===== src/sgl_pkg.sv =====
// Shared constants and types for the start guard and edit lock block.
package sgl_pkg;

  // ----------------------------------------------------------------
  // Clock and timing
  // ----------------------------------------------------------------
  localparam int unsigned CLK_HZ = 100_000_000;
  localparam int unsigned CYC_PER_MS = CLK_HZ / 1000;
  localparam int unsigned CLEAR_HOLD_MS = 12;
  localparam int unsigned ALARM_CLEAR_MS = 30;
  localparam int unsigned GUARD_WAIT_S = 3;
  // Least hold time rounds up; it is a whole number of cycles here.
  localparam int unsigned CLEAR_HOLD_CYC = CLEAR_HOLD_MS * CYC_PER_MS;
  localparam int unsigned ALARM_CLEAR_CYC = ALARM_CLEAR_MS * CYC_PER_MS;
  localparam int unsigned STABLE_CYC = 16;
  localparam int unsigned SETTLE_CYC = STABLE_CYC + 8;

  // ----------------------------------------------------------------
  // Register map
  // ----------------------------------------------------------------
  localparam logic [7:0] OFS_CTRL = 8'h00;
  localparam logic [7:0] OFS_STATUS = 8'h04;
  localparam logic [7:0] OFS_FUNC = 8'h08;
  localparam int CTRL_LOCK_SCOPE = 0;
  localparam int CTRL_SW_RESET = 1;
  localparam logic [31:0] CTRL_RESET = 32'h0000_0000;
  localparam int ST_MOTOR = 0;
  localparam int ST_TRIP = 1;
  localparam int ST_ALARM = 2;
  localparam int ST_TERM_LSB = 4;
  localparam int ST_CODE_LSB = 8;
  localparam int FUNC_GUARD_LSB = 0;
  localparam int FUNC_LOCK_LSB = 8;

  // ----------------------------------------------------------------
  // Codes
  // ----------------------------------------------------------------
  localparam logic [7:0] FUNC_CODE_START_GUARD = 8'h0d;
  localparam logic [7:0] FUNC_CODE_EDIT_LOCK = 8'h0f;
  localparam logic [7:0] START_GUARD_FAULT_CODE = 8'h0d;
  localparam logic [7:0] NO_FAULT_CODE = 8'h00;

  // Terminal levels, in the order the filter vector uses them.
  typedef struct packed {
    logic fault_clear_input;
    logic edit_lock_input;
    logic start_guard_input;
    logic run_cmd;
  } sgl_term_s;

  // Motor control states.
  typedef enum logic [2:0] {
    SGL_SETTLE = 3'b000,
    SGL_IDLE = 3'b001,
    SGL_RUN = 3'b010,
    SGL_TRIP = 3'b011
  } sgl_state_e;

endpackage


===== src/sgl_level_filter.sv =====
// Two-flop synchroniser and stability filter for one terminal level.
`timescale 1ns/10ps
module sgl_level_filter #(
  parameter int unsigned STABLE = 16
) (
  input wire logic pclk, // System clock.
  input wire logic presetn, // Asynchronous reset, active low.
  input wire logic raw, // Terminal level from the pin.
  output logic level // Filtered stable level.
);

  logic meta_q;
  logic sync_q;
  logic level_q;
  logic level_d;
  logic [$clog2(STABLE+1)-1:0] cnt_q;
  logic [$clog2(STABLE+1)-1:0] cnt_d;

  // The new level is taken only after it has stood STABLE cycles.
  always_comb
  begin
    level_d = level_q;
    cnt_d = '0;
    if (sync_q != level_q)
    begin
      cnt_d = cnt_q + 1'b1;
      if (cnt_q == ($clog2(STABLE+1))'(STABLE - 1))
      begin
        level_d = sync_q;
        cnt_d = '0;
      end
    end
  end

  // Only the second flop reads the first.
  always_ff @(posedge pclk or negedge presetn)
  begin
    if (!presetn)
    begin
      meta_q <= 1'b0;
      sync_q <= 1'b0;
      level_q <= 1'b0;
      cnt_q <= '0;
    end
    else
    begin
      meta_q <= raw;
      sync_q <= meta_q;
      level_q <= level_d;
      cnt_q <= cnt_d;
    end
  end

  assign level = level_q;

endmodule


===== src/sgl_start_guard_and_edit_lock.sv =====
// Start guard and edit lock controller with an APB register slave.
//
// The implementer's own choices: the APB interface to the registers and the placing of the registers.
`timescale 1ns/10ps
module sgl_start_guard_and_edit_lock #(
  parameter int unsigned CLEAR_HOLD_CYC = sgl_pkg::CLEAR_HOLD_CYC,
  parameter int unsigned STABLE_CYC = sgl_pkg::STABLE_CYC
) (
  input wire logic pclk, // System clock, 100 MHz.
  input wire logic presetn, // Power-up reset, active low.
  input wire logic psel, // APB select.
  input wire logic penable, // APB access phase.
  input wire logic pwrite, // APB write.
  input wire logic [7:0] paddr, // APB byte address.
  input wire logic [31:0] pwdata, // APB write data.
  input wire logic [3:0] pstrb, // APB byte strobes.
  output logic [31:0] prdata, // APB read data.
  output logic pready, // APB ready.
  output logic pslverr, // APB error on unmapped address.
  input wire logic run_cmd_raw, // Run command terminal.
  input wire logic start_guard_input_raw, // Start guard terminal.
  input wire logic edit_lock_input_raw, // Edit lock terminal.
  input wire logic fault_clear_input_raw, // Fault clear terminal.
  input wire logic keypad_reset, // Keypad stop/reset key, one-cycle pulse.
  input wire logic edit_req, // Edit request from keypad or remote, pulse.
  input wire logic edit_is_freq, // Edit targets the output frequency.
  output logic edit_grant, // Edit accepted, one-cycle pulse.
  output logic edit_refuse, // Edit refused, one-cycle pulse.
  output logic motor_run, // Motor output drive.
  output logic alarm, // Alarm output.
  output logic [7:0] fault_code // Latched fault code.
);

  // ----------------------------------------------------------------
  // Terminal conditioning
  // ----------------------------------------------------------------
  sgl_pkg::sgl_term_s term_raw;
  sgl_pkg::sgl_term_s term;
  logic [3:0] term_vec;

  assign term_raw = '{fault_clear_input: fault_clear_input_raw,
                      edit_lock_input: edit_lock_input_raw,
                      start_guard_input: start_guard_input_raw,
                      run_cmd: run_cmd_raw};

  // Each terminal gets its own synchroniser and filter.
  for (genvar i = 0; i < 4; i++)
  begin : g_filt
    sgl_level_filter #(
      .STABLE(STABLE_CYC)
    ) u_filt (
      .pclk(pclk),
      .presetn(presetn),
      .raw(term_raw[i]),
      .level(term_vec[i])
    );
  end

  assign term = sgl_pkg::sgl_term_s'(term_vec);

  // ----------------------------------------------------------------
  // Register file and APB slave
  // ----------------------------------------------------------------
  logic lock_scope_q;
  logic lock_scope_d;
  logic sw_reset_q;
  logic sw_reset_d;
  logic [31:0] prdata_q;
  logic [31:0] prdata_d;
  logic pslverr_q;
  logic pslverr_d;
  logic pready_q;
  logic setup;
  logic wr_ctrl;
  logic mapped;
  logic [31:0] status_word;
  logic [31:0] func_word;

  sgl_pkg::sgl_state_e st_q;
  sgl_pkg::sgl_state_e st_d;
  logic [7:0] code_q;
  logic [7:0] code_d;

  assign setup = psel && !penable;
  assign mapped = (paddr == sgl_pkg::OFS_CTRL) || (paddr == sgl_pkg::OFS_STATUS) ||
                  (paddr == sgl_pkg::OFS_FUNC);
  assign wr_ctrl = psel && penable && pwrite && pstrb[0] && (paddr == sgl_pkg::OFS_CTRL);

  // Status word shows state, terminal levels and the latched code.
  always_comb
  begin
    status_word = '0;
    status_word[sgl_pkg::ST_MOTOR] = (st_q == sgl_pkg::SGL_RUN);
    status_word[sgl_pkg::ST_TRIP] = (st_q == sgl_pkg::SGL_TRIP);
    status_word[sgl_pkg::ST_ALARM] = (st_q == sgl_pkg::SGL_TRIP);
    status_word[sgl_pkg::ST_TERM_LSB +: 4] = term_vec;
    status_word[sgl_pkg::ST_CODE_LSB +: 8] = code_q;
    func_word = '0;
    func_word[sgl_pkg::FUNC_GUARD_LSB +: 8] = sgl_pkg::FUNC_CODE_START_GUARD;
    func_word[sgl_pkg::FUNC_LOCK_LSB +: 8] = sgl_pkg::FUNC_CODE_EDIT_LOCK;
  end

  // Read data and error are formed in the setup cycle; no wait states.
  always_comb
  begin
    lock_scope_d = lock_scope_q;
    sw_reset_d = 1'b0;
    prdata_d = prdata_q;
    pslverr_d = 1'b0;
    if (setup)
    begin
      pslverr_d = !mapped;
      prdata_d = '0;
      if (!pwrite)
      begin
        unique case (paddr)
          sgl_pkg::OFS_CTRL: prdata_d = {31'h0000_0000, lock_scope_q};
          sgl_pkg::OFS_STATUS: prdata_d = status_word;
          sgl_pkg::OFS_FUNC: prdata_d = func_word;
          default: prdata_d = '0;
        endcase
      end
    end
    if (wr_ctrl)
    begin
      lock_scope_d = pwdata[sgl_pkg::CTRL_LOCK_SCOPE];
      sw_reset_d = pwdata[sgl_pkg::CTRL_SW_RESET];
    end
  end

  // Registers of the bus slave.
  always_ff @(posedge pclk or negedge presetn)
  begin
    if (!presetn)
    begin
      lock_scope_q <= sgl_pkg::CTRL_RESET[sgl_pkg::CTRL_LOCK_SCOPE];
      sw_reset_q <= 1'b0;
      prdata_q <= '0;
      pslverr_q <= 1'b0;
      pready_q <= 1'b0;
    end
    else
    begin
      lock_scope_q <= lock_scope_d;
      sw_reset_q <= sw_reset_d;
      prdata_q <= prdata_d;
      pslverr_q <= pslverr_d;
      pready_q <= 1'b1;
    end
  end

  assign prdata = prdata_q;
  assign pready = pready_q;
  assign pslverr = pslverr_q;

  // ----------------------------------------------------------------
  // Fault clear qualification
  // ----------------------------------------------------------------
  logic [31:0] clr_cnt_q;
  logic [31:0] clr_cnt_d;
  logic clr_accept;
  logic reset_req;

  // A fault clear counts only once held the full minimum time.
  always_comb
  begin
    clr_cnt_d = '0;
    if (term.fault_clear_input)
    begin
      clr_cnt_d = clr_cnt_q;
      if (clr_cnt_q != CLEAR_HOLD_CYC)
      begin
        clr_cnt_d = clr_cnt_q + 32'h0000_0001;
      end
    end
  end

  assign clr_accept = term.fault_clear_input && (clr_cnt_q == CLEAR_HOLD_CYC - 1);
  assign reset_req = clr_accept || keypad_reset || sw_reset_q;

  always_ff @(posedge pclk or negedge presetn)
  begin
    if (!presetn)
    begin
      clr_cnt_q <= '0;
    end
    else
    begin
      clr_cnt_q <= clr_cnt_d;
    end
  end

  // ----------------------------------------------------------------
  // Start guard state machine
  // ----------------------------------------------------------------
  logic [7:0] settle_q;
  logic [7:0] settle_d;
  logic motor_q;
  logic motor_d;
  logic alarm_q;
  logic alarm_d;

  // Power-up check waits for the filters to settle, then runs, trips or goes idle.
  always_comb
  begin
    st_d = st_q;
    code_d = code_q;
    settle_d = settle_q;
    unique case (st_q)
      sgl_pkg::SGL_SETTLE:
      begin
        settle_d = settle_q + 8'h01;
        if (settle_q == 8'(sgl_pkg::SETTLE_CYC))
        begin
          if (term.run_cmd && term.start_guard_input)
          begin
            st_d = sgl_pkg::SGL_TRIP;
            code_d = sgl_pkg::START_GUARD_FAULT_CODE;
          end
          else if (term.run_cmd)
          begin
            st_d = sgl_pkg::SGL_RUN;
          end
          else
          begin
            st_d = sgl_pkg::SGL_IDLE;
          end
        end
      end
      sgl_pkg::SGL_IDLE:
      begin
        if (term.run_cmd)
        begin
          st_d = sgl_pkg::SGL_RUN;
        end
      end
      sgl_pkg::SGL_RUN:
      begin
        if (!term.run_cmd)
        begin
          st_d = sgl_pkg::SGL_IDLE;
        end
      end
      sgl_pkg::SGL_TRIP:
      begin
        if (!term.run_cmd)
        begin
          st_d = sgl_pkg::SGL_IDLE;
          code_d = sgl_pkg::NO_FAULT_CODE;
        end
        else if (reset_req)
        begin
          st_d = sgl_pkg::SGL_RUN;
          code_d = sgl_pkg::NO_FAULT_CODE;
        end
      end
      default:
      begin
        st_d = sgl_pkg::SGL_IDLE;
      end
    endcase
    // Output flops follow the next state, so pins change with the state register.
    motor_d = (st_d == sgl_pkg::SGL_RUN);
    alarm_d = (st_d == sgl_pkg::SGL_TRIP);
  end

  // ----------------------------------------------------------------
  // Edit lock
  // ----------------------------------------------------------------
  logic grant_q;
  logic grant_d;
  logic refuse_q;
  logic refuse_d;
  logic locked;

  // Frequency edits pass under lock only when the scope leaves them open.
  always_comb
  begin
    locked = term.edit_lock_input && (!edit_is_freq || lock_scope_q);
    grant_d = edit_req && !locked;
    refuse_d = edit_req && locked;
  end

  // Controller and output registers.
  always_ff @(posedge pclk or negedge presetn)
  begin
    if (!presetn)
    begin
      st_q <= sgl_pkg::SGL_SETTLE;
      code_q <= sgl_pkg::NO_FAULT_CODE;
      settle_q <= '0;
      grant_q <= 1'b0;
      refuse_q <= 1'b0;
      motor_q <= 1'b0;
      alarm_q <= 1'b0;
    end
    else
    begin
      st_q <= st_d;
      code_q <= code_d;
      settle_q <= settle_d;
      grant_q <= grant_d;
      refuse_q <= refuse_d;
      motor_q <= motor_d;
      alarm_q <= alarm_d;
    end
  end

  assign motor_run = motor_q;
  assign alarm = alarm_q;
  assign fault_code = code_q;
  assign edit_grant = grant_q;
  assign edit_refuse = refuse_q;

endmodule


===== config.mk =====
export PLATFORM = sky130hd
export DESIGN_NAME = sgl_start_guard_and_edit_lock
export DESIGN_NICKNAME = d
export VERILOG_FILES = /design/src/sgl_pkg.sv /design/src/sgl_level_filter.sv /design/src/sgl_start_guard_and_edit_lock.sv
export SDC_FILE = /design/constraint.sdc
export NUM_CORES = 1
export LEC_CHECK = 0
export BUFFER_PORTS_ARGS = -buffer_cell sky130_fd_sc_hd__clkbuf_2
export CORE_ASPECT_RATIO = 1.25
export CORE_MARGIN = 2
export CORE_UTILIZATION = 55
export DETAILED_ROUTE_END_ITERATION = 8
export GPL_TIMING_DRIVEN = 0
export PLACE_DENSITY = 0.81
export SKIP_CTS_REPAIR_TIMING = 1
export SYNTH_ARGS = -nofsm -noshare
export SYNTH_HDL_FRONTEND = slang
export SYNTH_SLANG_ARGS = --single-unit

===== constraint.sdc =====
create_clock -name pclk -period 5.6 [get_ports pclk]
set_input_delay 1.12 -clock pclk [delete_from_list [all_inputs] [get_ports pclk]]
set_output_delay 1.12 -clock pclk [all_outputs]
set_load 0.1 [all_outputs]

Word-level counts from Yosys, hierarchy flattened
Index checks and enable logic that the tools add are counted.
{ "word_totals": {"inputBits": 56, "register_bits": 123, "latch_bits": 0, "mem_bits_ro": 0, "out_inout_bits": 46, "mem_count": 0, "ramBits": 0, "word_cells": 111} }
{ "classes": {"eq_ne": 22, "n_addsub": 6, "n_shift": 0, "div_mod_pow": 0, "reduce_logical": 27, "n_mux": 27, "n_bitwise": 0, "order_cmp": 0, "mul": 0} }
{ "ops": {"columns": ["op", "count"], "rows": [
  ["$mux W32", 2],
  ["$pmux W16 S3", 1],
  ["$mux W5", 8],
  ["$add A32 B1 Y32 const B", 1],
  ["$eq A32 B21 Y1 const B", 1],
  ["$mux W8", 4],
  ["$ne A32 B21 Y1 const B", 1],
  ["$add A5 B1 Y5 const B", 4],
  ["$eq A5 B4 Y1 const B", 4],
  ["$mux W16", 1],
  ["$pmux W8 S2", 1],
  ["$mux W3", 5],
  ["$eq A3 B2 Y1 const B", 4],
  ["$pmux W3 S4", 1],
  ["$logic_and A1 B1 Y1", 10],
  ["$add A8 B1 Y8 const B", 1],
  ["$eq A8 B3 Y1 const B", 1],
  ["$eq A8 B4 Y1 const B", 1],
  ["$eq A8 B5 Y1 const B", 1],
  ["$logic_not A8 Y1", 1],
  ["$reduce_and A2 Y1", 4],
  ["$ne A2 B2 Y1 const B", 3],
  ["$logic_or A1 B1 Y1", 5],
  ["$logic_not A1 Y1", 4],
  ["8 further kinds", 13]
]} }

Longest topological paths before layout
Gate-level depths: netlist of the first run.
{ "logic_depth": {"depth_word": 8, "mapped_depth": 6, "mapped_depth_nobuf": 6} }

Cells and area by module
A second synthesis of the first run with hierarchy kept.
{ "hier_totals": {"cells_unflattened": 440, "area_unflattened_um2": 4559.4} }
{ "modules_own_cells": {"columns": ["module", "n_inst", "area_per_inst_um2", "cells_per_inst", "seq_area_each_um2"], "rows": [
  ["sgl_start_guard_and_edit_lock", 1, 3343.2, 348, 1526.5],
  ["sgl_level_filter", 4, 304.0, 23, 200.2]
]} }

Worst setup path before layout of the first run
Ideal clock, no wire load.
{ "synth_timing": {"path_type": "register -> output", "startpoint": "register code_q[2] (netlist: fault_code[2])", "endpoint": "output port fault_code[2]", "stages_incl_launch_ff": 2, "required_time_ps": 4480, "setup_slack_ps": 3091, "t_arrival_ps": 1389, "path_buffers": 1, "path_cell_list": "dfrtp_1 -> buf_4"} }
{ "synth_rtl": {"columns": ["item", "line_no", "text"], "rows": [
  ["from (decl)", "sgl_start_guard_and_edit_lock.sv:81", "logic [7:0] code_q;"],
  ["from (signal assigned)", "sgl_start_guard_and_edit_lock.sv:290", "code_q <= sgl_pkg::NO_FAULT_CODE;"],
  ["from (signal assigned)", "sgl_start_guard_and_edit_lock.sv:300", "code_q <= code_d;"],
  ["to (decl)", "sgl_start_guard_and_edit_lock.sv:31", "output logic [7:0] fault_code"]
]} }
No word-level cell between the ends.

==> results of run 1 <==
power groups by stage:
stage	logic, W	clock network, W	registers [W]
finish	0.000144	0.000539	0.000691
detailed placement	0.000145	0	0.000704
floorplan	0.000105	0	0.000711
global route	0.000153	0.000577	0.000692
global placement	0.000140	0	0.000703
CTS	0.000145	0.000554	0.000690
per-stage QoR:
step                util [%]  power, W
floorplan                  -  0.000816
global placement        62.3  0.000843
detailed placement      62.7  0.000848
CTS                     65.8   0.00139
global route            65.8   0.00142
finish                  65.8   0.00137
flip-flops by register name, indices dropped and copies added, names as in the netlist:
signal,count
g_filt.u_filt.sync_q,4
st_q,3
lock_scope_q,1
g_filt.u_filt.meta_q,4
edit_refuse,1
prdata,9
clr_cnt_q,32
g_filt.u_filt.cnt_q,20
edit_grant,1
alarm,1
motor_run,1
pready,1
fault_code,1
pslverr,1
settle_q,8
sw_reset_q,1
g_filt.u_filt.level,4
cells in the mapped netlist (all sizes together) (2+ instances only):
cell / instances / area share [%]
clkbuf: 6 / 0.51
nand3: 19 / 2.1
and3: 9 / 1.3
conb: 2 / 0.17
or4: 11 / 1.9
nor4: 6 / 0.84
or3: 4 / 0.56
o21a: 3 / 0.51
and3b: 3 / 0.59
xor2: 22 / 4.3
buf: 34 / 5.6
nor3: 8 / 0.90
and2: 10 / 1.4
xnor2: 8 / 1.6
or4b: 2 / 0.45
o21ai: 13 / 1.5
a21oi: 19 / 2.1
and4: 9 / 1.8
mux2i: 2 / 0.45
nor2: 32 / 2.7
o31ai: 13 / 2.2
nand4: 15 / 2.6
dfrtp: 93 / 52
nor4b: 4 / 0.79
nand2b: 3 / 0.42
ha: 8 / 2.2
nor2b: 3 / 0.42
o211ai: 2 / 0.34
nand2: 22 / 1.9
a21o: 2 / 0.34
mux2: 4 / 1.0
inv: 11 / 0.93
a22o: 8 / 1.6
worst max-delay path: stages, from the launching register on:
cell and delay (ns):
sky130_fd_sc_hd__dfrtp_1 0.47, sky130_fd_sc_hd__buf_4 0.14, sky130_fd_sc_hd__clkbuf_2 0.44
routing by layer:
layer	global-route usage, %	part of all wire (%)	routed length (µm)
met2	33.9	50	4230
met5	0	0	0
met4	9.30	2.0	167
met3	4.50	5.6	472
met1	25.1	42	3560
kinds of logic (layout without fill, tap and decap cells):
family	Yosys count	after routing	synth area share [%]
buffers and inverters	51	110	7.05
xor gates and xnor gates	30	30	5.90
muxes	6	6	1.46
other	2	27	0.169
and+or+nand+nor	164	164	21.3
DFF	93	93	52.2
adders and majority gates	8	8	2.25
AOI/OAI and AO/OA	66	66	9.61
cell type report:
type | instances | share of cell area [%]
buffer | 40 | 5.29
clock buffer | 10 | 2.67
clock inverter | 5 | 2.09
inverter | 11 | 0.801
multi-input combinational | 301 | 37.0
sequential | 93 | 45.1
tap | 95 | 2.30
timing repair buffer | 44 | 4.75
cells in the final DEF, fill, tap and decap left out, drive strengths merged, types with 11 or more instances in the layout:
master and instances:
nand4 15, clkbuf 59, a21oi 19, o21ai 13
xor2 22, dfrtp 93, inv 12, nand2 22
or4 11, nor2 32, buf 35, conb 27
nand3 19, o31ai 13
worst max-delay path by stage:
stage               endpoint  cells past startpoint
2_1_floorplan  fault_code[2]                      1
6_report       fault_code[3]                      2
5_1_grt        fault_code[3]                      2
3_3_place_gp   clr_cnt_q[25]                      1
4_1_cts        fault_code[3]                      2
3_5_place_dp       prdata[5]                      5
==> summary.md, run 1 <==
* 599 — non-filler instance count after layout
* fault_code[2] — critical path launch point
* 6 — worst-path maximum fanout
* 39.2% — proportion of power drawn by the clock network
* 102 — I/O pin count
* 0.00789 ns — worst clock skew
* 2.47 nW — leakage power of the design
* yes — CTS tree
* 105 µm — die height
* 0 — Setup-failing EPs final
* 2 — buffers from clock root to sink, at most
* 47 — number of unique standard cell types used by synthesis
* 3,302 — via total after detailed routing
* 3.48 ns — r2r setup slk
* 0 — count of yosys warnings during synthesis
* 43 — Buffers on Ports
* 584 — total instance count after detailed placement
* no — setup repair after global routing missed its margin
* 39.1% — headroom to the max-slew limit
* 20.3% — combined global-route utilization of all metal layers
* reg -> reg — worst min-delay path category
* finished, final reports clean — run status
* 3 — H-tree depth reported by CTS
* 2330 µm² — flip-flop and latch area
* 0.00102 W — design internal power
* 0.786 — Final GP Congestion
* 8840 µm² — full die area
* 50.3% — proportion of power drawn by flip-flops and latches
* clr_cnt_q[16] — start of the worst register-to-register path
* 84.5 µm — Die W
* 0.191 mV — worst supply voltage drop on vdd
* 0.000352 W — power dissipated by switching net loads
* clr_cnt_q[15] — Reg2Reg Capture Point
* 4 — number of detailed-routing iterations run before antenna repair
* 7840 µm² — floorplan core area
* 0 — number of antenna violations at the first check in global routing
* 3,214 — vias in the first global route
* 4.48 ns — Crit path required time
* 93 — synthesized flop and latch total
* 93 — total number of clock tree sinks
* 15.8% — signed area change from the synthesized netlist to the final layout
* 4450 µm² — Netlist Area Pre-Place
* 36 — standard-cell row count
* 14,500 µm — wire length of the first global-routing pass
* 395 MHz — Achievable Freq
* output pin — Critical Path Sink Type
* 2.75 ns — Setup Slack @ Placement
* 59 — pin count of the biggest net entering global routing
* 266 nW/µm² — Cell Pwr Density
* 0 — Final Hold Viols
* 0.354 ns — final hold slack
* 9 — CTS buffer count
* 564 — Net count, final
* 45.2% — final worst path period share
* sky130_fd_sc_hd__dfrtp_1 — flip-flop cell with the highest count after synthesis
* g_filt[3].u_filt.sync_q — worst hold endpoint
* 100% — fraction of synthesis flops using an asynchronous set or reset pin
* 2.53 ns — final critical delay including setup and external delays
* 137 — violation count after the first detailed-route iteration
* 56.8% — starting density of the core
* 0 — number of flops mapped to enable cells by yosys
* 8430 µm — wire length reported by the detailed router
* 0 — sum of overflow across all layers after global routing
* 0.36 ns — clock latency reported for the late side of the worst-skew pair
* 10.6 µm² — syn avg cell area
* 0 — number of stages on the worst hold path
* reg -> out — critical path class
* 1910 µm² — total area of multi-input combinational cells
* 0 — ANT nets after route
* 0.900 ns — slew at the pin closest to its max-slew limit
* 0 — max_cap viols
* 0.09 ns — CTS clk-pin slew, worst paths
* 4910 µm² — dpl cell area
* 0 — ant diodes
* 10.5% — fraction of power consumed by combinational cells
* g_filt[3].u_filt.meta_q — beginning of the worst hold path
* 5.51 — DR vias/cell
* 6080 µm — total half-perimeter wirelength after legalization and detailed placement
* 5160 µm² — final std cell area, no fill
* 0 — count of final max-slew check failures
* 420 — count of mapped cells out of synthesis
* 14.1 µm — routed len/inst
* 4 — FF-to-FF path depth
* 20.0% — fraction of layout cells with a size suffix above 1
* sky130_fd_sc_hd__clkbuf_8 — root buffer cell
* 25.6% — net switching share of the total power
* flip-flop — category of the worst setup path launch point
* 0 ns — total negative setup slack
* 1.41 ns — Arr. time, crit path
* 52.2% — sequential-to-total area share from yosys stat
* 607 — # fillers
* 3.07 ns — post-layout worst setup margin
* 0 — DRC violations left
Power figures use the tool's default switching activity.
==> inputs of run 2 (changes only) <==
--- a/config.mk
+++ b/config.mk
@@ -5,6 +5,7 @@
 export SDC_FILE = /design/constraint.sdc
 export NUM_CORES = 1
 export LEC_CHECK = 0
+export ABC_AREA = 1
 export BUFFER_PORTS_ARGS = -buffer_cell sky130_fd_sc_hd__clkbuf_2
 export CORE_ASPECT_RATIO = 1.25
 export CORE_MARGIN = 2
==> constraint.sdc (replaced) <==
create_clock -name pclk -period 2.41 [get_ports pclk]
set_input_delay 0.482 -clock pclk [delete_from_list [all_inputs] [get_ports pclk]]
set_output_delay 0.482 -clock pclk [all_outputs]
set_load 0.1 [all_outputs]
==> run 2 against run 1 <==
Compared with the run above:
- non-clock buffer count down 5
- die area up 5.3%
- combinational power up 140%
- critical path depth unchanged
- final area up 3.8%
- global-route usage up 2.3 points
- synthesized cell count up 35%
- routed wire length up 12%
- core utilization down 1.2 points
- worst hold slack worse by 0.18 ns
==> summary.md, run 2 <==
* 0.09 ns — CTS clk-pin slew, worst paths
* 49.5% — sequential-to-total area share from yosys stat
* 30 — number of unique standard cell types used by synthesis
* in -> async — worst min-delay path category
* 102 — I/O pin count
* 0 — count of final max-slew check failures
* yes — CTS tree
* 22.6% — combined global-route utilization of all metal layers
* buf_4, clkbuf_2 — worst-path cell chain
* sky130_fd_sc_hd__nand2_1 — most common library cell in the layout ignoring fill and taps
* 0 — number of antenna violations at the first check in global routing
* 77.7% — final worst path period share
* 5 — worst-path maximum fanout
* 710 — Net count, final
* 566 — count of mapped cells out of synthesis
* output pin — Critical Path Sink Type
* no — setup repair after global routing missed its margin
* 4.84% — area share of xor/xnor cells in the synthesized design
* 7210 µm — total half-perimeter wirelength after legalization and detailed placement
* 0 — count of yosys warnings during synthesis
* 5.88% — complex-gate fraction of the synthesized area
* 3,650 — vias in the first global route
* sky130_fd_sc_hd__dfrtp_1 — cell with the biggest individual delay on the critical path
* 5.01 — DR vias/cell
* 8290 µm² — floorplan core area
* 37 — standard-cell row count
* sky130_fd_sc_hd__nand2_1, sky130_fd_sc_hd__dfrtp_1, sky130_fd_sc_hd__nor2_1 — top cells by count, synth
* 0 — sum of overflow across all layers after global routing
* 0 — Final Hold Viols
* 12.6 µm — routed len/inst
* 53.3% — headroom to the max-slew limit
* 4700 µm² — Netlist Area Pre-Place
* 732 — total instance count after detailed placement
* 0 — DRC violations left
* 1.93 ns — Crit path required time
* 0 — number of flops mapped to enable cells by yosys
* clr_cnt_q — register containing the most flip-flops in the final layout
* 49 — pin count of the biggest net entering global routing
* 0 — Setup-failing EPs final
* 0.36 ns — clock latency reported for the late side of the worst-skew pair
* sky130_fd_sc_hd__nand2_1 — dominant cell by count in the synthesized netlist
* sky130_fd_sc_hd__clkbuf_8 — root buffer cell
* 0 — ANT nets after route
* 556 nW/µm² — Cell Pwr Density
* 701 — # fillers
* 49.5% — area share of the largest cell type after synthesis
* 178 — violation count after the first detailed-route iteration
* 0 — max_cap viols
* 0 — ant diodes
* 16,400 µm — wire length of the first global-routing pass
* 32 — Largest register FFs
* 2.63 nW — leakage power of the design
* 1.39 ns — Arr. time, crit path
* 56.7% — starting density of the core
* 0.537 ns — post-layout worst setup margin
* 277 µm — met3 routed wirelength
* 5350 µm² — final std cell area, no fill
* 2.13% — post-synthesis share of cell area spent on full adders, half adders and majority gates
* 0.487 mV — worst supply voltage drop on vdd
* 748 — non-filler instance count after layout
* 100% — fraction of synthesis flops using an asynchronous set or reset pin
* 18.1% — fraction of layout cells with a size suffix above 1
* 4970 µm — wire length on met2
* 43 — Buffers on Ports
* 64.6% — final design utilization
* 0.991 — Final GP Congestion
* sky130_fd_sc_hd__nand2_1, sky130_fd_sc_hd__dfrtp_1, sky130_fd_sc_hd__nor2_1 — top library cells by usage in the layout, fill and taps aside
* sky130_fd_sc_hd__dfrtp_1, sky130_fd_sc_hd__nand2_1, sky130_fd_sc_hd__nor2_1 — top post-synthesis cells by area
* 0.701 ns — slew at the pin closest to its max-slew limit
* finished, final reports clean — run status
* 107 µm — die height
* met4 — highest metal used
* 8.31 µm² — syn avg cell area
* 3900 µm — WL met1
* 3 — H-tree depth reported by CTS
* flip-flop — category of the worst setup path launch point
* simple AND/OR/NAND/NOR gates — largest family of logic cells by synthesized area
* 86.7 µm — Die W
* sky130_fd_sc_hd__dfrtp_1 — flip-flop cell with the highest count after synthesis
* sky130_fd_sc_hd__dfrtp_1 — most area-hungry cell type in the Yosys netlist
* 93 — synthesized flop and latch total
* reg -> out — critical path class
* 1.87 ns — final critical delay including setup and external delays
* 0.00873 ns — worst clock skew
* 3,747 — via total after detailed routing
* 9310 µm² — full die area
* 0.711 ns — Setup Slack @ Placement
* 0% — multiplexer fraction of the synthesized cell area
* 534 MHz — Achievable Freq
* 5160 µm² — dpl cell area
* 0 ns — total negative setup slack
* 93 — total number of clock tree sinks
* 9450 µm — wire length reported by the detailed router
* 26.2% — share of synthesized cell area in and, or, nand and nor gates
* 13.9% — signed area change from the synthesized netlist to the final layout
* 2 — buffers from clock root to sink, at most
* 9 — CTS buffer count
* 4 — number of detailed-routing iterations run before antenna repair
* 0.45 ns — largest incremental delay on the critical path
run 2: changes by cell type in the layout (fill, tap and decap cells not counted), moves of 10 or more:
| cell | before | now |
|---|---|---|
| sky130_fd_sc_hd__nor3_1 | 8 | 22 |
| sky130_fd_sc_hd__inv_1 | 11 | 74 |
| sky130_fd_sc_hd__o21ai_0 | 13 | 23 |
| sky130_fd_sc_hd__nand2_1 | 22 | 101 |
| sky130_fd_sc_hd__o31ai_1 | 13 | 1 |
| sky130_fd_sc_hd__or4_1 | 11 | 0 |
| sky130_fd_sc_hd__and2_1 | 10 | 0 |
| sky130_fd_sc_hd__nor2_1 | 32 | 85 |
run 2: power breakdown:
group          internal (W)  total [W]  switching (W)
combinational     0.0000689   0.000339       0.000270
sequential          0.00159    0.00160      0.0000170
clock              0.000484    0.00103       0.000549
total               0.00214    0.00298       0.000836
run 2: worst max-delay path: cells and delay by family, from the launching register on:
kind	cells	cell delay [ns]
buffers and inverters	2	0.58
flip-flops	1	0.45
run 2: metal layers:
layer / GRT usage, % / vias to the layer above
met3: 3.30 / 23
met5: 0 / -
li1: - / 1889
met1: 26.7 / 1758
met2: 39.9 / 77
met4: 10.7 / 0
run 2: cell families (layout without fill, tap and decap cells):
group | Yosys count | after routing
adders and majority gates | 8 | 8
AOI/OAI and AO/OA | 53 | 53
buffers and inverters | 111 | 171
and+or+nand+nor | 273 | 273
other | 2 | 27
xor gates and xnor gates | 26 | 26
DFF | 93 | 93
run 2: cell type report:
class,count,area [µm²],share of cell area [%]
Buffer,35,245,4.58
Inverter,76,285,5.33
Clock inverter,5,60.1,1.12
Sequential cell,93,2330,43.5
Timing Repair Buffer,44,245,4.58
Clock buffer,11,131,2.45
Tap cell,97,121,2.27
Multi-Input combinational cell,387,1940,36.2
run 2: path summary, 6_finish.rpt:
path	start	to	slack (ns)	depth (start not counted)
setup / recovery	fault_code[2]	fault_code[2]	0.54	2
hold / removal	presetn	clr_cnt_q[8]	0.17	1
setup reg to reg	clr_cnt_q[0]	clr_cnt_q[18]	0.68	8
hold reg to reg	g_filt[0].u_filt.meta_q	g_filt[0].u_filt.sync_q	0.36	0
max in group asynchronous	presetn	prdata[0]	1.56	2
min in group pclk	run_cmd_raw	g_filt[0].u_filt.meta_q	0.22	1
run 2: per-stage QoR:
stage                     power (W)  hold slack, ns
final                       0.00298           0.169
after global routing        0.00309           0.205
after CTS                   0.00299           0.198
after detailed placement    0.00197           0.335
after global placement      0.00196           0.333
after floorplan             0.00190           0.186
